`config.mk`:
```
export PLATFORM = sky130hd
export DESIGN_NAME = iemb_top
export DESIGN_NICKNAME = d
export VERILOG_FILES = /design/src/hw/iemb_pkg.sv /design/src/hw/iemb_apb_slave.sv /design/src/hw/iemb_top.sv
export VERILOG_INCLUDE_DIRS = /design/src /design/src/hw
export SDC_FILE = /design/constraint.sdc
export NUM_CORES = 1
export LEC_CHECK = 0
export ABC_CLOCK_PERIOD_IN_PS = 2050
export BUFFER_PORTS_ARGS = -buffer_cell sky130_fd_sc_hd__buf_2
export CAP_MARGIN = 20
export CORE_AREA = 2 2 127 129
export DETAILED_ROUTE_END_ITERATION = 12
export DIE_AREA = 0 0 129 131
export PLACE_DENSITY = 0.53
export SKIP_LAST_GASP = 1
export SYNTH_ARGS = -nofsm -noshare
export SYNTH_HDL_FRONTEND = slang
export SYNTH_SLANG_ARGS = --single-unit
```
`constraint.sdc`:
```
create_clock -name core_clk -period 2.05 [get_ports core_clk]
set_input_delay 0.3075 -clock core_clk [delete_from_list [all_inputs] [get_ports core_clk]]
set_output_delay 0.3075 -clock core_clk [all_outputs]
set_load 0.01 [all_outputs]
```
`src/hw/iemb_regs.svh`:
```
`ifndef IEMB_REGS_SVH
`define IEMB_REGS_SVH

// ****************************************
// Register indices (byte address = 4 * index)
// ****************************************
`define IEMB_IDX_W1 8'h9a
`define IEMB_IDX_W2 8'h9c
`define IEMB_IDX_W3 8'h9e
`define IEMB_IDX_W4 8'ha0
`define IEMB_IDX_W5 8'ha2

// ****************************************
// Implemented bits and reset value
// ****************************************
`define IEMB_MASK_W1 16'h0001
`define IEMB_MASK_W2 16'h9803
`define IEMB_MASK_W3 16'hcc66
`define IEMB_MASK_W4 16'h010f
`define IEMB_MASK_W5 16'hc070
`define IEMB_RST_EN 16'h0000

// ****************************************
// Field positions
// ****************************************
`define IEMB_W1_TWI1_CLIENT 0
`define IEMB_W2_CCT5 15
`define IEMB_W2_CCT4 12
`define IEMB_W2_CCT3 11
`define IEMB_W2_SPIB_XFER 1
`define IEMB_W2_SPIB_GEN 0
`define IEMB_W3_CAPCMP1 15
`define IEMB_W3_CALENDAR 14
`define IEMB_W3_SPIB_RX 11
`define IEMB_W3_SPIA_RX 10
`define IEMB_W3_EXT4 6
`define IEMB_W3_EXT3 5
`define IEMB_W3_TWI2_HOST 2
`define IEMB_W3_TWI2_CLIENT 1
`define IEMB_W4_VDET 8
`define IEMB_W4_CHECKSUM 3
`define IEMB_W4_UARTB_ERR 2
`define IEMB_W4_UARTA_ERR 1
`define IEMB_W4_CAPCMP2 0
`define IEMB_W5_CAPCMP4 15
`define IEMB_W5_CAPCMP3 14
`define IEMB_W5_OTG 6
`define IEMB_W5_TWI2_COLL 5
`define IEMB_W5_TWI1_COLL 4

`endif

```
`src/hw/iemb_pkg.sv`:
```
package iemb_pkg;

   typedef logic [15:0] iemb_word_t;

   // One word per enable register, same bit layout as the registers
   typedef struct packed {
      iemb_word_t w5;
      iemb_word_t w4;
      iemb_word_t w3;
      iemb_word_t w2;
      iemb_word_t w1;
   } iemb_words_s;

   typedef enum {
      IEMB_IDLE,
      IEMB_ACCESS
   } iemb_phase_e;

   function automatic logic iemb_hit(logic [31:0] addr, logic [7:0] idx);
      return addr == {22'h000000, idx, 2'b00};
   endfunction

   function automatic iemb_word_t iemb_merge(iemb_word_t old, iemb_word_t wd,
                                             logic [1:0] strb, iemb_word_t mask);
      iemb_word_t lanes;
      lanes = {{8{strb[1]}}, {8{strb[0]}}};
      return ((old & ~lanes) | (wd & lanes)) & mask;
   endfunction

endpackage

```
`src/hw/iemb_apb_slave.sv`:
```
`timescale 1ns/1ps
`include "iemb_regs.svh"

module iemb_apb_slave #(
   parameter int ADDR_W = 12
) (
   input wire logic core_clk,
   input wire logic rst,
   input wire logic psel,
   input wire logic penable,
   input wire logic pwrite,
   input wire logic [ADDR_W-1:0] paddr,
   input wire logic [31:0] pwdata,
   input wire logic [3:0] pstrb,
   input wire iemb_pkg::iemb_words_s rd_words,
   output logic pready,
   output logic [31:0] prdata,
   output logic pslverr,
   output logic [4:0] wr_sel,
   output iemb_pkg::iemb_word_t wr_data,
   output logic [1:0] wr_strb
);

   iemb_pkg::iemb_phase_e phase;
   logic [4:0] hit;
   logic [4:0] latched_sel;
   logic [31:0] addr32;
   iemb_pkg::iemb_word_t rd_mux;

   assign addr32 = 32'(paddr);

   always_comb
   begin
      hit[0] = iemb_pkg::iemb_hit(addr32, `IEMB_IDX_W1);
      hit[1] = iemb_pkg::iemb_hit(addr32, `IEMB_IDX_W2);
      hit[2] = iemb_pkg::iemb_hit(addr32, `IEMB_IDX_W3);
      hit[3] = iemb_pkg::iemb_hit(addr32, `IEMB_IDX_W4);
      hit[4] = iemb_pkg::iemb_hit(addr32, `IEMB_IDX_W5);
      rd_mux = ({16{hit[0]}} & rd_words.w1) | ({16{hit[1]}} & rd_words.w2)
             | ({16{hit[2]}} & rd_words.w3) | ({16{hit[3]}} & rd_words.w4)
             | ({16{hit[4]}} & rd_words.w5);
   end

   // ****************************************
   // Protocol: answer in the first access cycle
   // ****************************************
   always_ff @(posedge core_clk)
   begin
      if (rst)
      begin
         phase <= iemb_pkg::IEMB_IDLE;
         pready <= 1'b0;
         prdata <= 32'h00000000;
         pslverr <= 1'b0;
         latched_sel <= 5'h00;
      end
      else
      begin
         case (phase)
            iemb_pkg::IEMB_IDLE:
            begin
               pready <= 1'b0;
               pslverr <= 1'b0;
               if (psel && !penable)
               begin
                  phase <= iemb_pkg::IEMB_ACCESS;
                  pready <= 1'b1;
                  // Unmapped or misaligned address answers with an error
                  pslverr <= (hit == 5'h00);
                  prdata <= pwrite ? 32'h00000000 : {16'h0000, rd_mux};
                  latched_sel <= hit;
               end
            end
            iemb_pkg::IEMB_ACCESS:
            begin
               phase <= iemb_pkg::IEMB_IDLE;
               pready <= 1'b0;
               pslverr <= 1'b0;
               prdata <= 32'h00000000;
               latched_sel <= 5'h00;
            end
            default:
            begin
               phase <= iemb_pkg::IEMB_IDLE;
               pready <= 1'b0;
            end
         endcase
      end
   end

   // Write takes effect at the edge that samples pready high
   assign wr_sel = (phase == iemb_pkg::IEMB_ACCESS && psel && penable && pwrite)
                   ? latched_sel : 5'h00;
   assign wr_data = pwdata[15:0];
   assign wr_strb = pstrb[1:0];

endmodule

```
`src/hw/iemb_top.sv`:
```
// Contract
// Word 1 bit 0 enables the first two-wire client-event request.
// Word 2 bits 15, 12, 11 enable capture/timer units five, four, three.
// Word 2 bit 1 enables SPI B transfer-done, bit 0 its general request.
// Word 3 bit 15 enables capture unit one, bit 14 the calendar.
// Word 3 bits 11 and 10 enable SPI B and SPI A receive-done.
// Word 3 bits 6 and 5 enable external pins four and three.
// Word 3 bit 2 enables second two-wire host, bit 1 its client events.
// Word 4 bit 8 enables voltage detect, bit 3 the checksum unit.
// Word 4 bits 2, 1 enable UART B/A errors, bit 0 capture two.
// Word 5 bits 15 and 14 enable capture units four and three.
// Word 5 bit 6 enables the USB on-the-go controller request.
// Word 5 bits 5 and 4 enable two-wire bus collision, second and first.
// Reset clears every enable bit so all sources start masked.
// Request passes only while flag and enable are both one; flag untouched.
// Unimplemented bits read zero and ignore writes.
//
// Register access over APB was chosen for this implementation.
`timescale 1ns/1ps
`include "iemb_regs.svh"

module iemb_top #(
   parameter int ADDR_W = 12
) (
   input wire logic core_clk,
   input wire logic rst,
   input wire logic psel,
   input wire logic penable,
   input wire logic pwrite,
   input wire logic [ADDR_W-1:0] paddr,
   input wire logic [31:0] pwdata,
   input wire logic [3:0] pstrb,
   output logic pready,
   output logic [31:0] prdata,
   output logic pslverr,
   input wire iemb_pkg::iemb_words_s flags,
   output iemb_pkg::iemb_words_s en,
   output iemb_pkg::iemb_words_s req
);

   logic [4:0] wr_sel;
   iemb_pkg::iemb_word_t wr_data;
   logic [1:0] wr_strb;

   // ****************************************
   // Bus slave
   // ****************************************
   iemb_apb_slave #(
      .ADDR_W(ADDR_W)
   ) u_apb (
      .core_clk(core_clk),
      .rst(rst),
      .psel(psel),
      .penable(penable),
      .pwrite(pwrite),
      .paddr(paddr),
      .pwdata(pwdata),
      .pstrb(pstrb),
      .rd_words(en),
      .pready(pready),
      .prdata(prdata),
      .pslverr(pslverr),
      .wr_sel(wr_sel),
      .wr_data(wr_data),
      .wr_strb(wr_strb)
   );

   // ****************************************
   // Enable registers
   // ****************************************
   // Masks keep unimplemented bits at zero whatever is written
   always_ff @(posedge core_clk)
   begin
      if (rst)
      begin
         en.w1 <= `IEMB_RST_EN;
         en.w2 <= `IEMB_RST_EN;
         en.w3 <= `IEMB_RST_EN;
         en.w4 <= `IEMB_RST_EN;
         en.w5 <= `IEMB_RST_EN;
      end
      else
      begin
         if (wr_sel[0])
         begin
            en.w1 <= iemb_pkg::iemb_merge(en.w1, wr_data, wr_strb, `IEMB_MASK_W1);
         end
         if (wr_sel[1])
         begin
            en.w2 <= iemb_pkg::iemb_merge(en.w2, wr_data, wr_strb, `IEMB_MASK_W2);
         end
         if (wr_sel[2])
         begin
            en.w3 <= iemb_pkg::iemb_merge(en.w3, wr_data, wr_strb, `IEMB_MASK_W3);
         end
         if (wr_sel[3])
         begin
            en.w4 <= iemb_pkg::iemb_merge(en.w4, wr_data, wr_strb, `IEMB_MASK_W4);
         end
         if (wr_sel[4])
         begin
            en.w5 <= iemb_pkg::iemb_merge(en.w5, wr_data, wr_strb, `IEMB_MASK_W5);
         end
      end
   end

   // ****************************************
   // Request gating
   // ****************************************
   // Registered so the arbiter sees a glitch-free level; costs one cycle
   // of latency. Flags are only read here, never modified.
   always_ff @(posedge core_clk)
   begin
      if (rst)
      begin
         req <= '0;
      end
      else
      begin
         req <= flags & en;
      end
   end

   // Lane-wise model of a strobed write, kept apart from the bus merge
   function automatic iemb_pkg::iemb_word_t lane_expect(iemb_pkg::iemb_word_t old,
      iemb_pkg::iemb_word_t wd, logic [1:0] strb, iemb_pkg::iemb_word_t mask);
      iemb_pkg::iemb_word_t res;
      res = old & mask;
      if (strb[0])
      begin
         res[7:0] = wd[7:0] & mask[7:0];
      end
      if (strb[1])
      begin
         res[15:8] = wd[15:8] & mask[15:8];
      end
      return res;
   endfunction

   logic past_ok;

   always_ff @(posedge core_clk)
   begin
      if (rst)
      begin
         past_ok <= 1'b0;
      end
      else
      begin
         past_ok <= 1'b1;
      end
   end
endmodule

```
# Word level (Yosys, flattened, before mapping)
# Cells that the tools add are included.
# classes
shifts	0
n_eq_ne	6
n_bitwise	23
div	0
magnitude_cmp	0
reduce_logical	10
addsub	0
multipliers	0
n_mux	9
# op_table
op	n
AND 16 bit	7
bitwise OR 16 bit	7
AND 80 bit	1
one-hot mux 32 bit (2 select lines)	1
equality test 12 x 10 -> 1 bit (second input constant)	5
logical NOT 32 bit	1
two-way mux 32 bit	1
AND 16 x 1 -> 16 bit	1
AND 16 x 9 -> 16 bit	1
two-way mux 16 bit	1
NOT 16 bit	1
two-way mux 5 bit	2
one-hot mux 5 bit (2 select lines)	1
AND 9 bit	1
bitwise OR 9 bit	1
logical NOT 5 bit	1
logical AND 1 bit	4
two-way mux 1 bit	2
!= test 2 x 1 -> 1 bit (second input constant)	1
one-hot mux 1 bit (2 select lines)	1
AND reduction 2 bit	1
nonzero test 2 bit	1
OR reduction 2 bit	1
AND 1 bit	1
other kinds (3)	3
# totals
elab_cells	63
ff_bits	144
out_inout_bits	194
mem_bits_rw	0
mem_bits_ro	0
latchBits	0
mem_count	0
input_bits	133

# Logic depth before layout (Yosys ltp)
# Gate-level depths: netlist (run 1).
# logic_depth
depth_word	9
mapped_depth	5
mapped_depth_nobuf	4

# Hierarchy
# From an unflattened synthesis (run 1), not the netlist that was laid out.
# hier_totals
cells_unflattened	522
hier_area_um2	4464.3
# by_module_without_submodules
module	n_inst	area_each_um2	seq_area_each_um2	cells_each
iemb_top	1	2568.7	960.9	287
iemb_apb_slave	1	1895.6	480.5	235

# Least setup slack after synthesis (run 1)
# OpenSTA, ideal clock, no wires.
# synth_timing
path_type	input to register
start	input port paddr[8]
end	register u_apb.prdata[0]
required_time_ns	1.983
path_buffers	1
cell_stages	5
slack_ns	0.382
arrival_time_ns	1.601
setup_time_ns	0.067
path_cell_list	or4b_1 buf_6 nor4_4 a22oi_2 a21oi_2
# synth_between
elab_chain_cells	9
elab_cells_between_ends	17
classes_between	eq/ne (5); mux (3); bitwise (9)
# synth_rtl
element	line_no	rtl
start: declaration	iemb_top.sv:30	input wire logic [ADDR_W-1:0] paddr,
equality test 12 x 10 -> 1 bit	iemb_pkg.sv:20	return addr == {22'h000000, idx, 2'b00};
AND 16 x 1 -> 16 bit or AND 16 bit (tied branches)	iemb_apb_slave.sv:39	rd_mux = ({16{hit[0]}} & rd_words.w1) | ({16{hit[1]}} & rd_words.w2)
bitwise OR 16 bit	iemb_apb_slave.sv:39	
bitwise OR 16 bit (2 in series)	iemb_apb_slave.sv:40	| ({16{hit[2]}} & rd_words.w3) | ({16{hit[3]}} & rd_words.w4)
bitwise OR 16 bit (*)	iemb_apb_slave.sv:41	| ({16{hit[4]}} & rd_words.w5);
two-way mux 16 bit (*)	iemb_apb_slave.sv:70	prdata <= pwrite ? 32'h00000000 : {16'h0000, rd_mux};
two-way mux 32 bit (*)	iemb_apb_slave.sv:64	if (psel && !penable)
one-hot mux 32 bit (2 select lines) (*)	iemb_apb_slave.sv:59	case (phase)
end signal: assignment	iemb_apb_slave.sv:70	
end: declaration	iemb_apb_slave.sv:17	output logic [31:0] prdata,
# Mark *: on every way between the ends. The rest lies on a longest branch, timed or not. The select of a mux whose other input is x is not followed.
# A chain may end at the register's enable or synchronous reset.

# Worst setup path after layout (run 1)
# layout_timing
start	register u_apb.phase[0]
end	register u_apb.prdata[15]
# layout_between
elab_chain_cells	3
elab_cells_between_ends	5
classes_between	eq/ne (1); mux (1); reduce/logical (3)
# layout_rtl
element	line_no	rtl
start: declaration	iemb_apb_slave.sv:24	iemb_pkg::iemb_phase_e phase;
start signal: assignment	iemb_apb_slave.sv:51	phase <= iemb_pkg::IEMB_IDLE;
start signal: assignment	iemb_apb_slave.sv:66	phase <= iemb_pkg::IEMB_ACCESS;
start signal: assignment	iemb_apb_slave.sv:76	phase <= iemb_pkg::IEMB_IDLE;
logical NOT 32 bit	iemb_apb_slave.sv:59	
!= test 2 x 1 -> 1 bit (no line) or nonzero test 2 bit (tied branches)	n/a	
AND reduction 2 bit (no line)	n/a	
# Several ways; a longest one is shown, not always the timed one.

==> flow_summary.toml, run 1 <==
[run_status]
outcome = "complete, no violations"

[global_route]
antenna_found_initial = 0
grt_usage_pct = 10.6
grt_pass1_wl_mm = 12.9
grt_overflow_total = 0
grt_max_degree = 34
grt_pass1_vias = 2323

[timing]
fmax_mhz = 551
finalCriticalPeriod_ps = 1820
whs_ps = 184
finalMaxSlewViolations = 0
timing.final.ws_setup_ps = 235
rsz0062_at_grt = "no"
hold_violations = 0
setup_viol = 0
setup_tns_ps = 0
finalClockSkew_ps = 6.56
fin_crit_sh_pct = 88.6

[synth]
syn_area_um2 = 3520
synth_top_area_share_pct = 39.3
ys.flop_type = "dfxtp_1"
synth_top_area_cell = "dfxtp_1"
avgSynthCellArea_um2 = 8.95
async_flop_share_pct = 0
ys_seq_area_share_pct = 39.3
ys_ff_latch = 69
synth_area_leaders = "dfxtp_1 39%, buf_4 28%, mux2i_1 6.8%, nor2_1 6.2%, nand2_1 3.6%"
synth-edff-count = 0
synth_cell_type_count = 39
yosysWarnings = 0
synthCells = 393

[clock_tree]
htreeDepth = 3
cts_buffers = 9
postCtsSetupBuffers = 0
cts-hold-fix-buffers = 0
clock_latency_ps = 340
cts_resized = 0
cts_tree = "yes"
clock_path_buffers = 2
clock-sinks = 69
clk_pin_slew_ps = 60
cts_root_buf = "clkbuf_16"

[setup_path]
path_max_fanout = 6
crit_type = "reg -> reg"
worst_ep_arrival_time_ps = 2090
required_ps = 2320
start_kind = "flip-flop"
end_kind = "flip-flop"

[placement]
pre_cts_slack_ps = 102
dp_hpwl_mm = 7.25
dp_cells = 727
place_congestion = 0.759
io_buffers = 118

[hold_path]
hold_path_class = "in -> reg"

[pwr]
leakage_nw = 2.22
ir_worst_vdd_mv = 0.392
power_density_nw_per_um2 = 748
power_mw = 3.16

[finish]
fillers = 1723
final_nets = 655
layout-drive-gt1-share_pct = 29.4
fin_cells = 743
antenna_cells = 0
area_growth_pct = 20.0

[run]
drv_cap = 0

[floorplanning]
dieHeight_um = 131
ios = 327
row_count = 46
initial_core_util_pct = 22.5
die_area_um2 = 16900
core_area_um2 = 15600
die_x_um = 129

[route]
detail_route.wl_per_cell_um = 12.3
route.vias.total = 2672
drt-vias-per-instance = 3.60
drt_iter0_markers = 99
ant_nets = 0
totalWireLength_mm = 9.16
first_pass_iters = 4
remaining_drc_errors = 0
==> Yosys cell counts (2+ instances only) <==
cell type,count
nand2_1,34
nor4_4,3
dfxtp_1,69
o21ai_1,3
a22o_1,3
a21oi_1,4
clkbuf_1,6
o31ai_1,2
mux2i_1,24
nor2_1,58
nand3_1,11
or4b_1,2
buf_4,131
buf_1,3
inv_1,2
a22oi_1,11
nor3_1,2
or4b_4,2
nor4b_1,3
==> path summary, 6_finish.rpt <==
kind	slack, ps	start	endpoint	cells after the start
worst max register to register	230	u_apb.phase[0]$_SDFFE_PP0P_	u_apb.prdata[15]$_SDFFE_PP0P_	5
worst min-delay path	180	flags[28]	req[28]$_SDFF_PP0_	3
worst max-delay path	230	u_apb.phase[0]$_SDFFE_PP0P_	u_apb.prdata[15]$_SDFFE_PP0P_	5
worst min register to register	450	u_apb.prdata[2]$_SDFFE_PP0P_	u_apb.prdata[2]$_SDFFE_PP0P_	2
==> placed cells by master (no fill, tap or decap), drive strengths merged <==
cell type  count
conb         131
buf          129
dfxtp         69
nor2          58
nand2         34
mux2i         24
a22oi         12
nand3         11
clkbuf         9
a21oi          5
nor4           4
o21ai          4
or4b           4
nor4b          3
a22o           3
clkinvlp       3
nor3           3
inv            3
o31ai          3
clkinv         2
nor2b          1
nand4b         1
or4            1
and4b          1
a31oi          1
nand3b         1
a32oi          1
and4           1
nand2b         1
or2            1
and3b          1
a21boi         1
bufinv         1
==> stage by stage <==
stage | cell area, um^2 | utilization (%)
CTS | 4220 | 27.1
global route | 4220 | 27.1
detailed placement | 3920 | 25.1
global placement | 3920 | 25.1
floorplan | 4010 | -
finish | 4220 | 27.1
==> per-layer routing <==
layer  vias to the layer above  global-route usage, %  part of all wire (%)
li1                       1296                      -                     -
met1                      1221                   12.2                    42
met2                       147                   18.2                    49
met3                         8                   3.87                   7.9
met4                         0                   3.64                   1.1
met5                         -                      0                     0
==> area by class of cell <==
type,instances,area (um^2),share of cell area [%]
clock buffer,9,225,5.34
timing repair buffer,129,673,16.0
clock inverter,7,75.1,1.78
inverter,2,7.51,0.178
multi-input combinational,311,1590,37.6
tap,216,270,6.40
sequential,69,1380,32.7
==> worst max-delay path, cell delays in order (launching register included) <==
cell and delay (ps):
dfxtp_1 350, or4b_4 630, nor4_4 380, buf_4 200
a22oi_1 60, a21oi_1 130
==> kinds of logic (layout without fill, tap and decap cells) <==
logic type,Yosys count,count (layout),share of synthesized area [%]
buf+inv,143,147,29.5
simple gates,126,126,18.1
flops,69,69,39.3
compound gates,30,30,6.26
mux,24,24,6.83
other cells,1,131,0.107
==> power breakdown <==
part	internal (mW)	total (mW)	switching, mW
clock	0.945	1.57	0.626
combinational	0.0574	0.243	0.185
sequential	1.34	1.34	0.00135
No activity file was read; power rests on OpenSTA's default activity.
==> inputs of run 2 (changes only) <==
Settings changed: CORE_AREA 2 2 127 129 to 2 2 128 130, DIE_AREA 0 0 129 131 to 0 0 130 132, PLACE_DENSITY 0.53 to 0.59, SYNTH_HIERARCHICAL from default to 1.
==> run 2 against run 1 <==
Maximum frequency increased by 2.6%. Sequential power increased by 5%. Sequential cell count increased by 3. Largest cell class unchanged. Critical endpoint is now u_apb/prdata[1]$_SDFFE_PP0P_. Final area increased by 23%.
==> flow_summary.toml, run 2 <==
[global_route]
grt_overflow_total = 0
grt_max_degree = 56
antenna_found_initial = 0
grt_pass1_vias = 3100
grt_usage_pct = 13.6
grt_pass1_wl_mm = 17.7

[finish]
final_cell_mix = "184 x conb_1, 121 x buf_2, 72 x dfxtp_1"
area_growth_pct = 17.3
layout-drive-gt1-share_pct = 25.1
final_common_cell = "conb_1"
antenna_cells = 0
fillers = 1726
final_nets = 818

[route]
route.vias.total = 3509
first_pass_iters = 4
totalWireLength_mm = 12.0
remaining_drc_errors = 0
detail_route.wl_per_cell_um = 13.2
ant_nets = 0
drt-vias-per-instance = 3.87
drt_iter0_markers = 169

[pwr]
power_density_nw_per_um2 = 634
ir_worst_vdd_mv = 0.337
leakage_nw = 2.58
power_mw = 3.30

[floorplanning]
initial_core_util_pct = 28.3
ios = 327
die_x_um = 130
dieHeight_um = 132
row_count = 46
die_area_um2 = 17200
core_area_um2 = 15700

[timing]
whs_ps = 184
finalCriticalPeriod_ps = 1770
fmax_mhz = 565
finalClockSkew_ps = 7.18
finalMaxSlewViolations = 0
setup_viol = 0
hold_violations = 0
rsz0062_at_grt = "no"
fin_crit_sh_pct = 86.3
setup_tns_ps = 0

[setup_path]
crit_chain = "or4b_1 > or4_4 > a211o_1 > nand3_1"
end_kind = "flip-flop"
worst_ep_arrival_time_ps = 2050
critPathSlowestCell = "or4b_1"
r2r_start = "u_apb/phase[0]$_SDFFE_PP0P_"
critical_path.max_stage_delay_ps = 580
worst-path-buf-inv = 0
cp_top_family = "simple AND/OR/NAND/NOR gates"
crit_type = "reg -> reg"
required_ps = 2330
path_max_fanout = 5
crit_path_start = "u_apb/phase[0]$_SDFFE_PP0P_"
start_kind = "flip-flop"

[synth]
syn_area_um2 = 4440
yosysWarnings = 6
avgSynthCellArea_um2 = 8.56
synthCells = 519

[placement]
dp_hpwl_mm = 9.37
place_congestion = 0.800
io_buffers = 121

[clock_tree]
clock_path_buffers = 2
clk_pin_slew_ps = 60
cts-hold-fix-buffers = 0
postCtsSetupBuffers = 0
clock-sinks = 72
cts_buffers = 9
htreeDepth = 3
cts_root_buf = "clkbuf_16"
clock_latency_ps = 340
cts_tree = "yes"
cts_resized = 0

[hold_path]
hp-start = "flags[50]"
hold_path_class = "in -> reg"

[run_status]
outcome = "complete, no violations"

[run]
drv_cap = 0
## run 2: worst paths after layout
kind	endpoint	slack, ps	cells past startpoint
setup / recovery	u_apb/prdata[1]$_SDFFE_PP0P_	280	4
hold / removal	req[50]$_SDFF_PP0_	180	3
setup reg to reg	u_apb/prdata[1]$_SDFFE_PP0P_	280	4
hold reg to reg	u_apb/latched_sel[3]$_SDFFE_PP0P_	450	2
## run 2: cell type report
| cell class | instances | area (um^2) | area share (%) |
|---|---|---|---|
| clock buffers | 12 | 236 | 4.54 |
| clock inverters | 4 | 45.0 | 0.864 |
| well taps | 216 | 270 | 5.19 |
| flip-flops and latches | 72 | 1440 | 27.7 |
| inverters | 10 | 37.5 | 0.720 |
| multi-input cells | 450 | 2400 | 46.1 |
| repair buffers | 142 | 776 | 14.9 |
## run 2: metrics by stage
stage	setup WS, ps	utilization, %	std cells	cell area (um^2)
after global routing	219	33.2	906	5210
after detailed placement	26.7	31.4	890	4930
after floorplan	174	-	701	5120
after global placement	14.7	31.4	890	4930
after CTS	277	33.2	906	5210
final	280	33.2	906	5210
## run 2: where the power goes
group	switching [mW]	internal [mW]	total, mW	leakage [nW]
sequential	0.00291	1.41	1.41	0.581
clock	0.606	0.938	1.54	0.140
combinational	0.248	0.0998	0.348	1.86
total	0.858	2.44	3.30	2.58
## run 2: metal layers
metal | routed length, um | vias up | track usage [%]
li1 | - | 1768 | -
met1 | 5510 | 1570 | 18.3
met2 | 5550 | 159 | 21.4
met3 | 744 | 12 | 2.39
met4 | 174 | 0 | 5.38
met5 | 0 | - | 0
## run 2: worst reg2reg max path, delay by kind of cell (launching register included)
kind | cells | cell delay, ps
compound gates | 1 | 260
flops | 1 | 310
simple gates | 3 | 1150
